File: src/common/uafc_pkg.sv
/*
 * Package for the serial API frame codec: framing constants, mode and message
 * type encodings, and the carrier structs shared by the codec and its FIFO.
 * Assumes byte streams on the serial side come from an external UART.
 */
// How it works
// - frame is 0x7e, two length bytes, frame data, one checksum byte
// - length is big-endian, counts unescaped frame data only
// - escaped mode escapes reserved bytes in both directions
// - escape emits 0x7d then byte xor 0x20; receiver undoes it
// - reserved bytes are 0x7e, 0x7d, 0x11 and 0x13
// - checksum runs over unescaped values only
// - sender checksum is 0xff minus eight-bit sum of frame data
// - receiver accepts only when data plus checksum sums to 0xff
// - first frame data byte is the message type
// - multi-byte payload fields go most significant byte first
// - device sends module status frames 0x8a unprompted on events
// - device answers each transmit request with status frame 0x89
// - received radio packets go to host in frames of type 0x80
// - bytes before delimiter are dropped; bad frames lose their end beat and pulse msg_drop
// - mode 0 transparent, 1 unescaped frames, 2 escaped frames
package uafc_pkg;
    localparam logic [7:0] UAFC_DELIM     = 8'h7e;
    localparam logic [7:0] UAFC_ESC       = 8'h7d;
    localparam logic [7:0] UAFC_XON       = 8'h11;
    localparam logic [7:0] UAFC_XOFF      = 8'h13;
    localparam logic [7:0] UAFC_ESC_XOR   = 8'h20;
    localparam logic [7:0] UAFC_CSUM_GOOD = 8'hff;
    localparam logic [7:0] UAFC_ZERO      = 8'h00;
    localparam logic [15:0] UAFC_LEN_ZERO = 16'h0000;
    localparam logic [15:0] UAFC_LEN_ONE  = 16'h0001;

    localparam logic [7:0] UAFC_TYPE_TX_REQ    = 8'h00;
    localparam logic [7:0] UAFC_TYPE_RX_PKT    = 8'h80;
    localparam logic [7:0] UAFC_TYPE_TX_STATUS = 8'h89;
    localparam logic [7:0] UAFC_TYPE_MOD_STAT  = 8'h8a;

    localparam logic [1:0] UAFC_MODE_TRANSP = 2'h0;
    localparam logic [1:0] UAFC_MODE_API    = 2'h1;
    localparam logic [1:0] UAFC_MODE_ESC    = 2'h2;

    localparam int UAFC_FIFO_DEPTH = 4;

    // byte with end-of-message mark, used on the message streams to and from packet logic
    typedef struct packed {
        logic [7:0] data;
        logic       last;
    } uafc_beat_t;

    typedef enum logic [2:0] {
        UAFC_RX_HUNT, UAFC_RX_LEN_HI, UAFC_RX_LEN_LO, UAFC_RX_DATA, UAFC_RX_CSUM
    } uafc_rx_state_t;

    typedef enum logic [2:0] {
        UAFC_TX_IDLE, UAFC_TX_DELIM, UAFC_TX_LEN_HI, UAFC_TX_LEN_LO,
        UAFC_TX_DATA, UAFC_TX_CSUM
    } uafc_tx_state_t;
endpackage : uafc_pkg

File: src/logic/uafc_codec.sv
/*
 * Serial API frame codec. Deframes host bytes into messages for the packet
 * logic and frames device messages (transmit status, received packet, module
 * status) back to the host. Assumes an external UART supplies and takes
 * bytes with valid/ready; message bytes from packet logic start with the type.
 */
`timescale 1ns/10ps
`default_nettype none
module uafc_codec
    import uafc_pkg::*;
#(
    parameter int FIFO_DEPTH = UAFC_FIFO_DEPTH
) (
    // clock and reset
    input  wire logic       clk,
    input  wire logic       rstn,
    // configuration
    input  wire logic [1:0] framing_mode_select,
    // bytes from host uart
    input  wire logic       ser_rx_valid,
    output logic            ser_rx_ready,
    input  wire logic [7:0] ser_rx_data,
    // bytes to host uart
    output logic            ser_tx_valid,
    input  wire logic       ser_tx_ready,
    output logic [7:0]      ser_tx_data,
    // deframed messages to packet logic (type byte first)
    output logic            msg_out_valid,
    input  wire logic       msg_out_ready,
    output uafc_beat_t      msg_out,
    output logic            msg_drop,
    // messages from packet logic to frame for the host
    input  wire logic       msg_in_valid,
    output logic            msg_in_ready,
    input  wire uafc_beat_t msg_in,
    input  wire logic [15:0] msg_in_len
);
    // reset release
    logic [1:0] rst_sync;
    logic       rst_n;
    always_ff @(posedge clk or negedge rstn) begin
        if (!rstn) begin
            rst_sync <= 2'h0;
        end else begin
            rst_sync <= {rst_sync[0], 1'b1};
        end
    end
    assign rst_n = rst_sync[1];

    typedef struct packed {
        uafc_rx_state_t rx;
        logic           rx_esc;
        logic [15:0]    rx_len;
        logic [7:0]     rx_sum;
        uafc_beat_t     rx_beat;
        logic           rx_beat_v;
        logic           drop;
        uafc_tx_state_t tx;
        logic [15:0]    tx_len;
        logic [7:0]     tx_sum;
        logic [7:0]     tx_byte;
        logic           tx_pend_esc;
        logic           tx_last;
        logic           tx_wait;
    } uafc_st_t;

    uafc_st_t st;
    uafc_st_t next_st;

    logic       fifo_in_ready;
    logic       api_on;
    logic       esc_on;
    logic       rx_take;
    logic [7:0] rx_byte;
    logic       rx_is_data;
    logic       tx_take;
    logic [7:0] tx_raw;
    logic       tx_need_esc;
    logic       tx_transp;

    assign api_on = (framing_mode_select == UAFC_MODE_API) || esc_on;
    assign esc_on = (framing_mode_select == UAFC_MODE_ESC);

    // receive side stalls while a decoded byte waits on the fifo
    assign ser_rx_ready = !st.rx_beat_v || fifo_in_ready;
    assign rx_take      = ser_rx_valid && ser_rx_ready;
    assign rx_byte      = st.rx_esc ? (ser_rx_data ^ UAFC_ESC_XOR) : ser_rx_data;

    // transmit side: escape stuffing and checksum over raw values
    assign ser_tx_valid = (st.tx != UAFC_TX_IDLE) && !st.tx_wait;
    assign ser_tx_data  = st.tx_pend_esc ? UAFC_ESC : st.tx_byte;
    assign tx_take      = ser_tx_valid && ser_tx_ready;
    assign msg_in_ready = !api_on ? (st.tx == UAFC_TX_IDLE) || tx_take
                                  : (st.tx == UAFC_TX_LEN_LO || st.tx == UAFC_TX_DATA)
                                    && (tx_take || st.tx_wait) && !st.tx_pend_esc && !st.tx_last
                                    && (st.tx == UAFC_TX_DATA || msg_in_len != UAFC_LEN_ZERO);
    assign tx_transp    = !api_on && msg_in_valid && msg_in_ready;
    assign tx_raw       = msg_in.data;

    function automatic logic reserved(input logic [7:0] b);
        reserved = (b == UAFC_DELIM) || (b == UAFC_ESC)
                   || (b == UAFC_XON) || (b == UAFC_XOFF);
    endfunction : reserved

    assign tx_need_esc = esc_on && reserved(tx_raw);

    always_comb begin
        next_st    = st;
        rx_is_data = 1'b0;
        next_st.drop = 1'b0;
        if (st.rx_beat_v && fifo_in_ready) begin
            next_st.rx_beat_v = 1'b0;
        end
        // ---------------- receive / deframe ----------------
        if (rx_take) begin
            if (!api_on) begin
                next_st.rx_beat.data = ser_rx_data;
                next_st.rx_beat.last = 1'b1;
                next_st.rx_beat_v    = 1'b1;
            end else if (ser_rx_data == UAFC_DELIM && (esc_on || st.rx == UAFC_RX_HUNT)) begin
                next_st.drop   = (st.rx != UAFC_RX_HUNT);
                next_st.rx     = UAFC_RX_LEN_HI;
                next_st.rx_esc = 1'b0;
            end else if (esc_on && ser_rx_data == UAFC_ESC && !st.rx_esc
                         && st.rx != UAFC_RX_HUNT) begin
                next_st.rx_esc = 1'b1;
            end else begin
                next_st.rx_esc = 1'b0;
                case (st.rx)
                    UAFC_RX_HUNT: begin
                        next_st.rx = UAFC_RX_HUNT;
                    end
                    UAFC_RX_LEN_HI: begin
                        next_st.rx_len = {rx_byte, UAFC_ZERO};
                        next_st.rx     = UAFC_RX_LEN_LO;
                    end
                    UAFC_RX_LEN_LO: begin
                        next_st.rx_len = {st.rx_len[15:8], rx_byte};
                        next_st.rx_sum = UAFC_ZERO;
                        if ({st.rx_len[15:8], rx_byte} == UAFC_LEN_ZERO) begin
                            next_st.rx = UAFC_RX_HUNT;
                        end else begin
                            next_st.rx = UAFC_RX_DATA;
                        end
                    end
                    UAFC_RX_DATA: begin
                        rx_is_data           = 1'b1;
                        next_st.rx_sum       = st.rx_sum + rx_byte;
                        next_st.rx_len       = st.rx_len - UAFC_LEN_ONE;
                        next_st.rx_beat.data = rx_byte;
                        next_st.rx_beat.last = 1'b0;
                        next_st.rx_beat_v    = 1'b1;
                        if (st.rx_len == UAFC_LEN_ONE) begin
                            next_st.rx = UAFC_RX_CSUM;
                        end
                    end
                    UAFC_RX_CSUM: begin
                        next_st.rx = UAFC_RX_HUNT;
                        if (8'(st.rx_sum + rx_byte) == UAFC_CSUM_GOOD) begin
                            next_st.rx_beat.data = UAFC_ZERO;
                            next_st.rx_beat.last = 1'b1;
                            next_st.rx_beat_v    = 1'b1;
                        end else begin
                            next_st.drop = 1'b1;
                        end
                    end
                    default: begin
                        next_st.rx = UAFC_RX_HUNT;
                    end
                endcase
            end
        end
        // ---------------- transmit / frame ----------------
        case (st.tx)
            UAFC_TX_IDLE: begin
                if (api_on && msg_in_valid) begin
                    next_st.tx      = UAFC_TX_DELIM;
                    next_st.tx_byte = UAFC_DELIM;
                    next_st.tx_len  = msg_in_len;
                    next_st.tx_sum  = UAFC_ZERO;
                    next_st.tx_last = 1'b0;
                end
            end
            UAFC_TX_DELIM: begin
                if (tx_take) begin
                    next_st.tx_byte     = st.tx_len[15:8];
                    next_st.tx_pend_esc = esc_on && reserved(st.tx_len[15:8]);
                    next_st.tx          = UAFC_TX_LEN_HI;
                end
            end
            UAFC_TX_LEN_HI, UAFC_TX_LEN_LO, UAFC_TX_DATA: begin
                if (tx_take && st.tx_pend_esc) begin
                    next_st.tx_pend_esc = 1'b0;
                    next_st.tx_byte     = st.tx_byte ^ UAFC_ESC_XOR;
                end else if (tx_take && st.tx == UAFC_TX_LEN_HI) begin
                    next_st.tx_byte     = st.tx_len[7:0];
                    next_st.tx_pend_esc = esc_on && reserved(st.tx_len[7:0]);
                    next_st.tx          = UAFC_TX_LEN_LO;
                end else if (tx_take && (st.tx_last || st.tx_len == UAFC_LEN_ZERO)) begin
                    next_st.tx_byte     = UAFC_CSUM_GOOD - st.tx_sum;
                    next_st.tx_pend_esc = esc_on && reserved(UAFC_CSUM_GOOD - st.tx_sum);
                    next_st.tx          = UAFC_TX_CSUM;
                end else if ((tx_take || st.tx_wait) && msg_in_valid) begin
                    next_st.tx_byte     = tx_raw;
                    next_st.tx_pend_esc = tx_need_esc;
                    next_st.tx_sum      = st.tx_sum + tx_raw;
                    next_st.tx_len      = st.tx_len - UAFC_LEN_ONE;
                    next_st.tx_last     = (st.tx_len == UAFC_LEN_ONE) || msg_in.last;
                    next_st.tx          = UAFC_TX_DATA;
                    next_st.tx_wait     = 1'b0;
                end else if (tx_take) begin
                    // byte gone but next one not offered: keep it from going out twice
                    next_st.tx_wait     = 1'b1;
                end
            end
            UAFC_TX_CSUM: begin
                if (tx_take && st.tx_pend_esc) begin
                    next_st.tx_pend_esc = 1'b0;
                    next_st.tx_byte     = st.tx_byte ^ UAFC_ESC_XOR;
                end else if (tx_take) begin
                    next_st.tx = UAFC_TX_IDLE;
                end
            end
            default: begin
                next_st.tx = UAFC_TX_IDLE;
            end
        endcase
        // framing off: bytes go out one at a time unframed; a frame in flight is cut
        if (!api_on) begin
            if (tx_transp) begin
                next_st.tx      = UAFC_TX_DATA;
                next_st.tx_byte = msg_in.data;
            end else if (!ser_tx_valid || tx_take) begin
                next_st.tx      = UAFC_TX_IDLE;
            end
            next_st.tx_pend_esc = 1'b0;
            next_st.tx_wait     = 1'b0;
        end
    end

    always_ff @(posedge clk or negedge rst_n) begin
        if (!rst_n) begin
            st <= '0;
        end else begin
            st <= next_st;
        end
    end

    uafc_fifo #(
        .WIDTH ($bits(uafc_beat_t)),
        .DEPTH (FIFO_DEPTH)
    ) u_fifo (
        .clk       (clk),
        .rst_n     (rst_n),
        .in_valid  (st.rx_beat_v),
        .in_ready  (fifo_in_ready),
        .in_data   (st.rx_beat),
        .out_valid (msg_out_valid),
        .out_ready (msg_out_ready),
        .out_data  (msg_out)
    );

    assign msg_drop = st.drop;

    AST_HUNT_NO_OUTPUT: assert property (@(posedge clk) disable iff (!rst_n)
        (api_on && st.rx == UAFC_RX_HUNT && rx_take && ser_rx_data != UAFC_DELIM)
        |=> !st.rx_beat_v || $past(st.rx_beat_v))
        else $error("byte outside frame reached packet logic");
    AST_DELIM_STARTS: assert property (@(posedge clk) disable iff (!rst_n)
        (api_on && st.rx == UAFC_RX_HUNT && rx_take && ser_rx_data == UAFC_DELIM)
        |=> st.rx == UAFC_RX_LEN_HI)
        else $error("delimiter did not start a frame");
    AST_ESC_RESTART: assert property (@(posedge clk) disable iff (!rst_n)
        (esc_on && rx_take && ser_rx_data == UAFC_DELIM && st.rx == UAFC_RX_DATA)
        |=> st.rx == UAFC_RX_LEN_HI && st.drop)
        else $error("raw delimiter did not restart frame");
    AST_ESC_FOLLOW: assert property (@(posedge clk) disable iff (!rst_n)
        (tx_take && st.tx_pend_esc && st.tx != UAFC_TX_IDLE)
        |=> ser_tx_data == ($past(st.tx_byte) ^ UAFC_ESC_XOR))
        else $error("escaped byte not xored");
    AST_NO_RAW_RESERVED: assert property (@(posedge clk) disable iff (!rst_n)
        (esc_on && ser_tx_valid && st.tx != UAFC_TX_DELIM)
        |-> !(ser_tx_data == UAFC_DELIM || ser_tx_data == UAFC_XON
              || ser_tx_data == UAFC_XOFF))
        else $error("reserved byte sent unescaped");
    AST_DELIM_FIRST: assert property (@(posedge clk) disable iff (!rst_n)
        (st.tx == UAFC_TX_IDLE && api_on && msg_in_valid)
        |=> ser_tx_valid && ser_tx_data == UAFC_DELIM)
        else $error("frame did not begin with delimiter");
    AST_CSUM_OK: assert property (@(posedge clk) disable iff (!rst_n)
        (st.tx == UAFC_TX_CSUM && !st.tx_pend_esc && ser_tx_valid)
        |-> 8'(st.tx_sum + ser_tx_data) == UAFC_CSUM_GOOD
            || (esc_on && reserved(ser_tx_data ^ UAFC_ESC_XOR)
                && 8'(st.tx_sum + (ser_tx_data ^ UAFC_ESC_XOR)) == UAFC_CSUM_GOOD))
        else $error("sent checksum wrong");
    AST_BAD_CSUM_DROP: assert property (@(posedge clk) disable iff (!rst_n)
        (api_on && rx_take && st.rx == UAFC_RX_CSUM && !st.rx_esc
         && ser_rx_data != UAFC_DELIM && ser_rx_data != UAFC_ESC
         && 8'(st.rx_sum + ser_rx_data) != UAFC_CSUM_GOOD)
        |=> st.drop)
        else $error("bad checksum not dropped");
    AST_TRANSP_PASS: assert property (@(posedge clk) disable iff (!rst_n)
        (!api_on && msg_in_valid && msg_in_ready)
        |=> ser_tx_valid && ser_tx_data == $past(msg_in.data))
        else $error("transparent byte not passed on");
    AST_DATA_BEAT: assert property (@(posedge clk) disable iff (!rst_n)
        rx_is_data |=> st.rx_beat_v && !st.rx_beat.last)
        else $error("frame data byte not passed on");

    COV_GOOD_FRAME:  cover property (@(posedge clk) disable iff (!rst_n)
        st.rx == UAFC_RX_CSUM && rx_take ##1 st.rx_beat_v && st.rx_beat.last);
    COV_TX_FRAME:    cover property (@(posedge clk) disable iff (!rst_n)
        st.tx == UAFC_TX_CSUM && tx_take && !st.tx_pend_esc);
    COV_ESC_RX:      cover property (@(posedge clk) disable iff (!rst_n)
        esc_on && st.rx_esc && rx_take);
    COV_FIFO_FULL:   cover property (@(posedge clk) disable iff (!rst_n)
        st.rx_beat_v && !fifo_in_ready);

endmodule : uafc_codec
`default_nettype wire

File: src/logic/uafc_fifo.sv
/*
 * Small synchronous FIFO holding up to DEPTH received beats on their way to
 * the packet logic. Assumes both sides run on the codec clock and reset.
 */
`timescale 1ns/10ps
`default_nettype none
module uafc_fifo
    import uafc_pkg::*;
#(
    parameter int WIDTH = 9,
    parameter int DEPTH = UAFC_FIFO_DEPTH
) (
    // clock and reset
    input  wire logic             clk,
    input  wire logic             rst_n,
    // fill side
    input  wire logic             in_valid,
    output logic                  in_ready,
    input  wire logic [WIDTH-1:0] in_data,
    // drain side
    output logic                  out_valid,
    input  wire logic             out_ready,
    output logic [WIDTH-1:0]      out_data
);
    localparam int AW = $clog2(DEPTH);

    typedef struct packed {
        logic [DEPTH-1:0][WIDTH-1:0] mem;
        logic [AW-1:0]               wr;
        logic [AW-1:0]               rd;
        logic [AW:0]                 count;
    } uafc_fifo_st_t;

    uafc_fifo_st_t st;
    uafc_fifo_st_t next_st;
    logic          push;
    logic          pop;

    assign in_ready  = (st.count != (AW+1)'(DEPTH));
    assign out_valid = (st.count != '0);
    assign out_data  = st.mem[st.rd];
    assign push      = in_valid && in_ready;
    assign pop       = out_valid && out_ready;

    always_comb begin
        next_st = st;
        if (push) begin
            next_st.mem[st.wr] = in_data;
            next_st.wr = (st.wr == AW'(DEPTH-1)) ? '0 : st.wr + 1'b1;
        end
        if (pop) begin
            next_st.rd = (st.rd == AW'(DEPTH-1)) ? '0 : st.rd + 1'b1;
        end
        next_st.count = st.count + (AW+1)'(push) - (AW+1)'(pop);
    end

    always_ff @(posedge clk or negedge rst_n) begin
        if (!rst_n) begin
            st <= '0;
        end else begin
            st <= next_st;
        end
    end

    AST_FIFO_NO_OVERFLOW: assert property (@(posedge clk) disable iff (!rst_n)
        st.count <= (AW+1)'(DEPTH))
        else $error("fifo count beyond depth");
endmodule : uafc_fifo
`default_nettype wire

File: config.mk
export PLATFORM = sky130hd
export DESIGN_NAME = uafc_codec
export DESIGN_NICKNAME = d
export VERILOG_FILES = /design/src/common/uafc_pkg.sv /design/src/logic/uafc_codec.sv /design/src/logic/uafc_fifo.sv
export SDC_FILE = /design/constraint.sdc
export NUM_CORES = 1
export LEC_CHECK = 0
export BUFFER_PORTS_ARGS = -buffer_cell sky130_fd_sc_hd__buf_2
export CORE_UTILIZATION = 35
export DETAILED_ROUTE_END_ITERATION = 10
export HOLD_SLACK_MARGIN = 0.05
export SLEW_MARGIN = 20
export SYNTH_ARGS = -nofsm -noshare
export SYNTH_HDL_FRONTEND = slang
export SYNTH_SLANG_ARGS = --single-unit
File: constraint.sdc
create_clock -name clk -period 8.8 [get_ports clk]
set_clock_uncertainty 0.1 [all_clocks]
set_input_delay 0.88 -clock clk [delete_from_list [all_inputs] [get_ports clk]]
set_output_delay 0.88 -clock clk [all_outputs]
set_load 0.005 [all_outputs]
Word level (Yosys, flattened, before mapping). Cells that the tools add are included.

Register bits: 122. Input bits: 41. Output and inout port bits: 22. Word-level logic and storage cells: 234.

Equal/unequal tests: 55. Muxes and demuxes: 62. Reduce and logical (&&, ||, !) cells: 76. $add $sub $neg: 9. Bitwise logic cells: 5. Magnitude comparators: 3.

Operators by type and width (count): 8-bit by 7-bit == test with 1-bit output (second input constant) (10); 8-bit by 5-bit == test with 1-bit output (second input constant) (8); 9-bit 2-to-1 mux (7); 24-bit 2-to-1 mux (2); 16-bit one-hot mux with 3 select lines (1); 24-bit one-hot mux with 2 select lines (1); 37-bit 2-to-1 mux (1); 36-bit bitwise mux (1); 35-bit 2-to-1 mux (1); 16-bit by 1-bit == test with 1-bit output (second input constant) (2); 16-bit zero test (2); 8-bit one-hot mux with 4 select lines (1); 16-bit by 1-bit subtractor with 16-bit output (second input constant) (2); 10-bit 2-to-1 mux (3); 3-bit 2-to-1 mux (10); 27-bit 2-to-1 mux (1); 1-bit logical AND (25); 1-bit logical OR (22); 2-bit inequality test (second input constant) (10); 10-bit one-hot mux with 2 select lines (1); 5-bit AND reduction (4); 9-bit binary-select mux with 2-bit select (1); 9-bit demux with 2-bit select (1); 8-bit adder (2); other kinds (39) (91).

Logic depth before layout (Yosys ltp). Gate-level depths: netlist (run 1).

Word-level depth: 13. Mapped depth: 11. Mapped depth without buffers: 10.

Hierarchy. A second synthesis (run 1) with hierarchy kept.

Cell total of the unflattened synthesis: 849. Area total of the unflattened synthesis: 7933.9 um2.

Modules (own cells, without submodules): uafc_codec (cells an instance 724, instances 1, sequential area each 1976.9 um2, area an instance 5781.8 um2); uafc_fifo (cells an instance 125, instances 1, sequential area each 1076.0 um2, area an instance 2152.1 um2).

Worst setup path after synthesis (run 1). Ideal clock, no wire load.

Kind: input to register. Start: in ser_rx_data[5]. End: reg st[41] (netlist bit). Arrival time: 3.008 ns. Library setup time: 0.121 ns. Required time: 8.579 ns. Buffers on the path: 1. Slack: 5.571 ns. Stages on the path: 10. Path through: xnor2_1 -> inv_1 -> ha_1 -> clkbuf_1 -> or4_1 -> nand4_1 -> o21ai_0 -> o21ai_0 -> o21ai_1 -> a22o_1.

Cells in the longest elaborated chain, start to end: 6. Elaborated cells between the ends (all ways): 14. Those cells by class: add/sub: 1; eq/ne: 6; mux: 1; bitwise: 1; reduce/logical: 5.

RTL lines: start: declaration (RTL line uafc_codec.sv:22) `input wire logic [7:0] ser_rx_data,`; 1-bit NOT (no line) / 8-bit by 7-bit == test with 1-bit output (equally long branches); 6-bit 2-to-1 mux / 1-bit logical AND (equally long branches) (RTL line uafc_codec.sv:87, uafc_codec.sv:124); 8-bit adder / 1-bit logical AND (equally long branches) (RTL line uafc_codec.sv:159, uafc_codec.sv:124); 8-bit == test / 1-bit logical AND (equally long branches) (RTL line uafc_codec.sv:159, uafc_codec.sv:125); 3-bit inequality test (no line) / 2-bit inequality test (equally long branches); 5-bit AND reduction (no line) *; end signal: assignment (RTL line uafc_codec.sv:245) `st <= next_st;`; end: declaration (RTL line uafc_codec.sv:67) `uafc_st_t st;`.

Mark *: on every way between the ends. The rest lies on a longest branch, timed or not. A chain may end at the register's enable or synchronous reset.

Final worst setup path (run 1).
Start: reg st[35] (netlist bit). End: out msg_in_ready.

Cells in the longest elaborated chain, start to end: 9. Elaborated cells between the ends (all ways): 15. Those cells by class: eq/ne: 2; mux: 1; reduce/logical: 12.

RTL lines: 3-bit nonzero test (RTL line uafc_codec.sv:90) `assign ser_tx_valid = (st.tx != UAFC_TX_IDLE) && !st.tx_wait;`; 1-bit logical AND (RTL line uafc_codec.sv:90); 1-bit logical AND (RTL line uafc_codec.sv:92) `assign tx_take = ser_tx_valid && ser_tx_ready;`; 1-bit logical OR (RTL line uafc_codec.sv:95) `&& (tx_take || st.tx_wait) && !st.tx_pend_esc && !st.tx_last`; 1-bit logical AND (3 in series) (RTL line uafc_codec.sv:95); 1-bit logical AND (RTL line uafc_codec.sv:96) `&& (st.tx == UAFC_TX_DATA || msg_in_len != UAFC_LEN_ZERO);`; 1-bit 2-to-1 mux * (RTL line uafc_codec.sv:93) `assign msg_in_ready = !api_on ? (st.tx == UAFC_TX_IDLE) || tx_take`; end: declaration (RTL line uafc_codec.sv:34) `output logic msg_in_ready,`.

Marked as above.

==> results.env, run 1 <==
WORST_PIN_SLEW_NS=0.9211
GRT_MAX_DEGREE=63
YS_WARNS=0
NFILLCELLS=2230
POWER.LEAKAGE_nW=3.824
GRT_PASS1_VIAS=6779
WIRE_PER_INST_MICRONS=17.91
PORT-BUFFER-COUNT=62
HIGHEST_COUNT_CELLS_IN_THE_LAYOUT_IGNORING_FILL_AND_TAPS='121 x sky130_fd_sc_hd__dfrtp_1, 93 x sky130_fd_sc_hd__o21ai_0, 90 x sky130_fd_sc_hd__nand2_1'
TRITONCTS='built'
FINAL_COMMON_CELL='sky130_fd_sc_hd__dfrtp_1'
GRT_PASS1_WL_MICRONS=35460
REQUIRED_NS=7.82
CTSHTREEMAXLEVEL=4
SYNTH_ENABLE_FLOP_CELLS=0
MAXCLOCKFREQUENCY_GHz=0.2706
CPPEAKSTAGEDELAY_NS=0.74
YS_FF_LATCH=122
LAYOUT_OVERHEAD_ON_THE_SYNTHESIZED_AREA_PCT=14.52
POWER_DENSITY_CELLS_nW_PER_UM2=342.2
WORST_PATH_MAX_DELAY_CELL='sky130_fd_sc_hd__dfrtp_1'
GRT_ANTENNA_BEFORE_REPAIR=0
WORSTPATHCELLLIST='nor3_1, nor2_1, a21oi_1, o41ai_1, buf_2'
TIMING.FINAL.SETUP_VIOLATIONS=0
DRT_PRE_ANTENNA_ITERS=5
OUTCOME='finished, final reports clean'
FINALCRITPERIODSHARE_PCT=41.99
WORST_SKEW_PAIR.LATE_LATENCY_NS=0.44
NETLIST_INSTANCES=869
FINAL_HOLD_VIOL_COUNT=0
INITIAL_CORE_UTIL_PCT=35.54
LARGEST_FANOUT_ON_THE_CRITICAL_PATH=21
FIN_NETS=987
WL_MICRONS=21610
CTS_ROOT_BUFFER='sky130_fd_sc_hd__clkbuf_16'
DETAILED_ROUTE_VIAS_PER_INSTANCE=5.756
COMMONEST_REGISTER_CELL_AFTER_SYNTHESIS='sky130_fd_sc_hd__dfrtp_1'
WORSTSETUPPATHTYPE='flip-flop to output pin'
FIRST_ITERATION_DETAILED_ROUTING_DRC_COUNT=406
SYNTHARSTFLOPSHARE_PCT=100.0
TIMING.CRITICAL_PATH.FROM_TYPE='flip-flop'
HOLDBUFCOUNTCTS=0
FLOORPLAN.IO_PINS=63
CAP_VIOL_MAX_COUNT=0
MIN_PATH_TYPE='input port to async pin'
TIMING.MAX_SLEW.REL_SLACK_PCT=38.45
FLOORPLAN.DIE.WIDTH_MICRONS=150.6
ROWS=54
SYNTH_NETS=942
CTS-ROOT-TO-SINK-BUFFERS=2
POST-ROUTE-MIN-PERIOD_NS=3.696
SYNTH.CELL_AREA_SQ_UM=7731
DETAILROUTE.VIA_COUNT=6948
FINALWEIGHTEDCONGESTION=0.9112
SYNTH.YOSYS.SEQ_AREA_SHARE_PCT=39.49
RSZ0062_AT_GRT='no'
FP.DIEH_MICRONS=150.6
SYNTHDISTINCTLIBCELLS=74
PLACEABLECOREAREA_SQ_UM=21760
GRT_OVERFLOW_TOTAL=0
CLK_PIN_SLEW_NS=0.06
SYNTHESIS.AREA_PER_INSTANCE_SQ_UM=8.897
GRT_USAGE_PCT=20.12
PLACE.DETAILED.HPWL_MICRONS=15200
POST_CTS.REPAIR.SETUP_BUFFERS=0
DRC=0
CRIT_ARRIVAL_NS=2.72
REPORT.POWER.TOTAL_mW=3.030
FLOORPLAN.DIE_AREA_SQ_UM=22690
DETAIL-ROUTE-ANTENNA-NETS=0
POST_CTS_RESIZE_COUNT=0
N_ANTENNA_CELL=0
TRITONCTS.NUM_BUFFERS=17
LAYOUT-DRIVE-GT1-SHARE_PCT=17.26
END_KIND='output pin'
FINAL.SETUP.TNS_NS=0
SLEW_VIOL_FINAL=0
CLOCK_SINKS=122
VDD_IR_DROP_MAX_mV=0.1423
==> routing by layer <==
layer / wire length [microns] / up-vias / track usage, %
met5: 0 / - / 0
met4: 335 / 0 / 7.200
met3: 1183 / 35 / 3.697
met2: 10210 / 210 / 32.88
met1: 9881 / 3420 / 26.49
li1: - / 3283 / -
==> cells in the mapped netlist, drive strengths merged (8+ instances only) <==
library cell	instances	area, sq um
ha	29	362.9
dfrtp	122	3053
nor4	14	87.58
a22oi	8	60.06
xnor2	10	87.58
a31oi	8	50.05
mux2	36	405.4
nand2b	15	93.84
or3	13	81.33
nand4	8	50.05
mux4	9	202.7
inv	36	135.1
or2	8	50.05
a22o	12	105.1
nand3	16	80.08
a21oi	59	299.0
nor2	79	296.5
nor2b	14	87.58
o211ai	16	120.1
nand2	91	344.1
nor3	30	150.1
clkbuf	34	127.6
o21ai	96	484.2
o31ai	9	81.33
==> sequential cells by signal, summed over array words and instances (netlist names) <==
signal / count
st: 76
u_fifo.st: 43
msg_drop: 1
rst_sync: 2
==> worst paths after layout <==
| check | depth (start not counted) | slack, ns | to | from |
|---|---|---|---|---|
| min | 1 | 0.12 | rst_sync[1] | rstn |
| max reg2reg | 8 | 5.42 | st[23] | st[23] |
| min reg2reg | 0 | 0.25 | rst_sync[1] | rst_sync[0] |
| max in group asynchronous | 1 | 6.97 | st[33] | rst_sync[1] |
| max | 5 | 5.10 | msg_in_ready | st[35] |
| min in group clk | 0 | 0.25 | rst_sync[1] | rst_sync[0] |
==> worst max-delay path, delay by kind of cell, from the launching register on <==
kind	cells	cell delay [ns]
buffers and inverters	1	0.21
AO/OA/AOI/OAI	2	0.61
flip-flops	1	0.74
AND/OR/NAND/NOR	2	0.72
==> through the flow <==
stage               area, sq um  setup WS (ns)  hold slack, ns  util, %  std cells
floorplan                  7731          5.049          0.2312        -        869
global placement           8267          5.076          0.2328    38.00       1175
detailed placement         8267          4.957          0.2365    38.00       1175
CTS                        8848          5.223          0.1060    40.67       1207
global route               8853          4.962          0.1075    40.69       1207
finish                     8853          5.104          0.1206    40.69       1207
==> cell type report <==
class / count / area (sq um) / area share (%)
multi-input cells: 669 / 4378 / 49.45
flip-flops and latches: 122 / 3057 / 34.53
clock buffers: 17 / 425.4 / 4.805
repair buffers: 67 / 347.8 / 3.929
inverters: 37 / 138.9 / 1.569
clock inverters: 15 / 156.4 / 1.767
well taps: 280 / 350.3 / 3.957
==> power breakdown <==
group | switching (mW) | internal [mW]
Clock | 0.304 | 0.400
Sequential | 0.274 | 0.786
Combinational | 0.700 | 0.565
==> logic make-up (layout without fill, tap and decap cells) <==
logic type / Yosys count / count (layout) / share of synthesized area (%)
AND/OR/NAND/NOR: 310 / 310 / 19.39
buffers and inverters: 78 / 136 / 3.949
multiplexers: 52 / 52 / 8.772
other: 1 / 1 / 0.04850
XOR/XNOR: 12 / 12 / 1.359
AO/OA/AOI/OAI: 262 / 262 / 21.53
adder cells (fa/ha/maj): 32 / 32 / 5.470
flip-flops: 122 / 122 / 39.49
(Power assumes the default switching activity.)
==> run 2: changes to the inputs <==
==> constraint.sdc (replaced) <==
create_clock -name clk -period 3.7 [get_ports clk]
set_clock_uncertainty 0.1 [all_clocks]
set_input_delay 0.37 -clock clk [delete_from_list [all_inputs] [get_ports clk]]
set_output_delay 0.37 -clock clk [all_outputs]
set_load 0.005 [all_outputs]
==> results.env, run 2 (same netlist as run 1, synthesis figures left out) <==
CTSHTREEMAXLEVEL=4  # unchanged
SLEW_VIOL_FINAL=0  # unchanged
WIRE_PER_INST_MICRONS=18.40  # +2.7%
GRT_OVERFLOW_TOTAL=0  # unchanged
WORST_SKEW_PAIR.LATE_LATENCY_NS=0.42  # -0.02 ns
WL_MICRONS=22410  # +3.7%
POST_CTS.REPAIR.SETUP_BUFFERS=0  # unchanged
GRT_USAGE_PCT=20.79  # +0.67 points
TRITONCTS='built'
POST-ROUTE-MIN-PERIOD_NS=3.208
REPORT.POWER.TOTAL_mW=7.194  # +140%
FIN_NETS=999  # +1.2%
ENDPOINT='st[43]'
FIRST_ITERATION_DETAILED_ROUTING_DRC_COUNT=528  # +30%
FLOORPLAN.DIE_AREA_SQ_UM=22690  # unchanged
PLACE.DETAILED.HPWL_MICRONS=15800  # +3.9%
WORSTSETUPPATHTYPE='flip-flop to flip-flop'
PLACEABLECOREAREA_SQ_UM=21760  # unchanged
DRT_PRE_ANTENNA_ITERS=5  # unchanged
GRT_MAX_DEGREE=60  # -4.8%
REGMOSTFLOPS='st'
GRT_PASS1_WL_MICRONS=36070  # +1.7%
FINAL_HOLD_VIOL_COUNT=0  # unchanged
REQUIRED_NS=3.91  # -3.91 ns
STARTPOINT='st[73]'
MAXCLOCKFREQUENCY_GHz=0.3118
WORST_PIN_SLEW_NS=0.8544  # -0.06665 ns
STDCELL_AREA_SQ_UM=8922  # +0.78%
FP.DIEH_MICRONS=150.6  # unchanged
MIN_PATH_TYPE='input port to flip-flop'
PORT-BUFFER-COUNT=62  # unchanged
TIMING.MAX_SLEW.REL_SLACK_PCT=43.04  # +4.6 points
FLOORPLAN.IO_PINS=63  # unchanged
POWER_DENSITY_CELLS_nW_PER_UM2=806.3  # +140%
DETAILED_ROUTE_VIAS_PER_INSTANCE=5.753  # about the same
N_ANTENNA_CELL=0  # unchanged
GRT_ANTENNA_BEFORE_REPAIR=0  # unchanged
DETAIL-ROUTE-ANTENNA-NETS=0  # unchanged
HIGHEST_COUNT_CELLS_IN_THE_LAYOUT_IGNORING_FILL_AND_TAPS='121 x sky130_fd_sc_hd__dfrtp_1, 93 x sky130_fd_sc_hd__o21ai_0, 90 x sky130_fd_sc_hd__nand2_1'
LAYOUT-DRIVE-GT1-SHARE_PCT=18.02  # +0.76 points
PLACEDCELLCOUNT=1186  # +0.94%
FINAL_CELLS=1218  # +0.91%
RSZ0062_AT_GRT='no'
CTS_ROOT_BUFFER='sky130_fd_sc_hd__clkbuf_16'
FF2FF_SETUP_SLACK_NS=0.49  # -4.93 ns
CLK_PIN_SLEW_NS=0.06  # about the same
LARGEST_FANOUT_ON_THE_CRITICAL_PATH=9  # -57%
POWER.LEAKAGE_nW=3.867  # +1.1%
DETAILROUTE.VIA_COUNT=7007  # +0.85%
LAYOUT_OVERHEAD_ON_THE_SYNTHESIZED_AREA_PCT=15.41
ROWS=54  # unchanged
FINALWEIGHTEDCONGESTION=0.9220  # +1.2%
FINALCRITPERIODSHARE_PCT=86.69
TIMING.FINAL.SETUP_VIOLATIONS=0  # unchanged
CRITICAL_PATH.REG2REG.STARTPOINT='st[73]'
TRITONCTS.NUM_BUFFERS=17  # unchanged
FLOORPLAN.DIE.WIDTH_MICRONS=150.6  # unchanged
CRIT_ARRIVAL_NS=3.42  # +0.70 ns
CTS-ROOT-TO-SINK-BUFFERS=2  # unchanged
WORSTREG2REGEND='st[43]'
HOLDBUFCOUNTCTS=1  # +1
INITIAL_CORE_UTIL_PCT=35.54  # unchanged
CLOCK_SINKS=122  # unchanged
LARGEST_REGISTER_FFS=76  # unchanged
CAP_VIOL_MAX_COUNT=0  # unchanged
R2R.WORST_PATH.CELLS=9  # +1
OUTCOME='finished, final reports clean'
VDD_IR_DROP_MAX_mV=0.3479  # +140%
GRT_PASS1_VIAS=6766  # -0.19%
END_KIND='flip-flop'
DRC=0  # unchanged
POST_CTS_RESIZE_COUNT=0  # unchanged
FINAL_COMMON_CELL='sky130_fd_sc_hd__dfrtp_1'
FINAL.SETUP.TNS_NS=0  # unchanged
TIMING.CRITICAL_PATH.FROM_TYPE='flip-flop'
DPL_CELL_AREA_SQ_UM=8374  # +1.3%
TOP_REGS='st x76, u_fifo.st x43, rst_sync x2'
==> run 2: cell types whose count changed in the layout (fill, tap and decap cells not counted), sizes merged <==
cell         change
buf             +11
clkinv           +3
inv              -3
bufinv           -1
dlygate4sd3      +1
==> run 2: final cells by class <==
cell class / instances / area [sq um]
Clock inverter: 14 / 112.6
Tap cell: 280 / 350.3
Multi-Input combinational cell: 669 / 4373
Clock buffer: 17 / 425.4
Fill cell: 2192 / 12830
Sequential cell: 122 / 3057
Timing Repair Buffer: 79 / 465.4
Inverter: 37 / 138.9
==> run 2: critical path, stage by stage (launching register included) <==
cell                      delay (ns)
sky130_fd_sc_hd__dfrtp_1        0.42
sky130_fd_sc_hd__xnor2_1        0.28
sky130_fd_sc_hd__inv_1          0.14
sky130_fd_sc_hd__ha_1           0.40
sky130_fd_sc_hd__or4_1          0.54
sky130_fd_sc_hd__nand4_1        0.13
sky130_fd_sc_hd__o21ai_0        0.13
sky130_fd_sc_hd__o21ai_0        0.42
sky130_fd_sc_hd__o21ai_1        0.29
sky130_fd_sc_hd__a22o_1         0.24
==> run 2: where the power goes <==
group	internal [mW]	total, mW	switching [mW]
clock	0.864	1.54	0.678
combinational	1.42	3.19	1.77
sequential	1.87	2.46	0.592
==> run 2: worst min path at each step <==
stage	from	endpoint	slack (ns)	cells after the start
after global placement	rstn	rst_sync[0]	0.06	1
after floorplan	rstn	rst_sync[0]	-0.03	0
final	msg_in_len[8]	st[27]	0.09	3
after detailed placement	rstn	rst_sync[0]	0.06	1
after CTS	msg_in_len[3]	st[22]	0.07	3
after global routing	msg_in_len[3]	st[22]	0.09	3
==> run 2: routing by layer <==
metal	wire length (microns)	up-vias	share of wire, %	global-route usage [%]
li1	-	3320	-	-
met4	335	0	1.5	6.200
met2	10680	259	48	34.52
met1	10030	3399	45	27.26
met5	0	-	0	0
met3	1363	29	6.1	4.030
==> run 2: through the flow <==
| step | worst slack [ns] | util (%) | hold WS, ns |
|---|---|---|---|
| after CTS | 0.5220 | 41.01 | 0.06811 |
| after global placement | 0.5783 | 38.49 | 0.05602 |
| after detailed placement | 0.4744 | 38.49 | 0.05760 |
| final | 0.4924 | 41.01 | 0.09433 |
| after global routing | 0.2543 | 41.01 | 0.09427 |
| after floorplan | 0.9170 | - | -0.02559 |
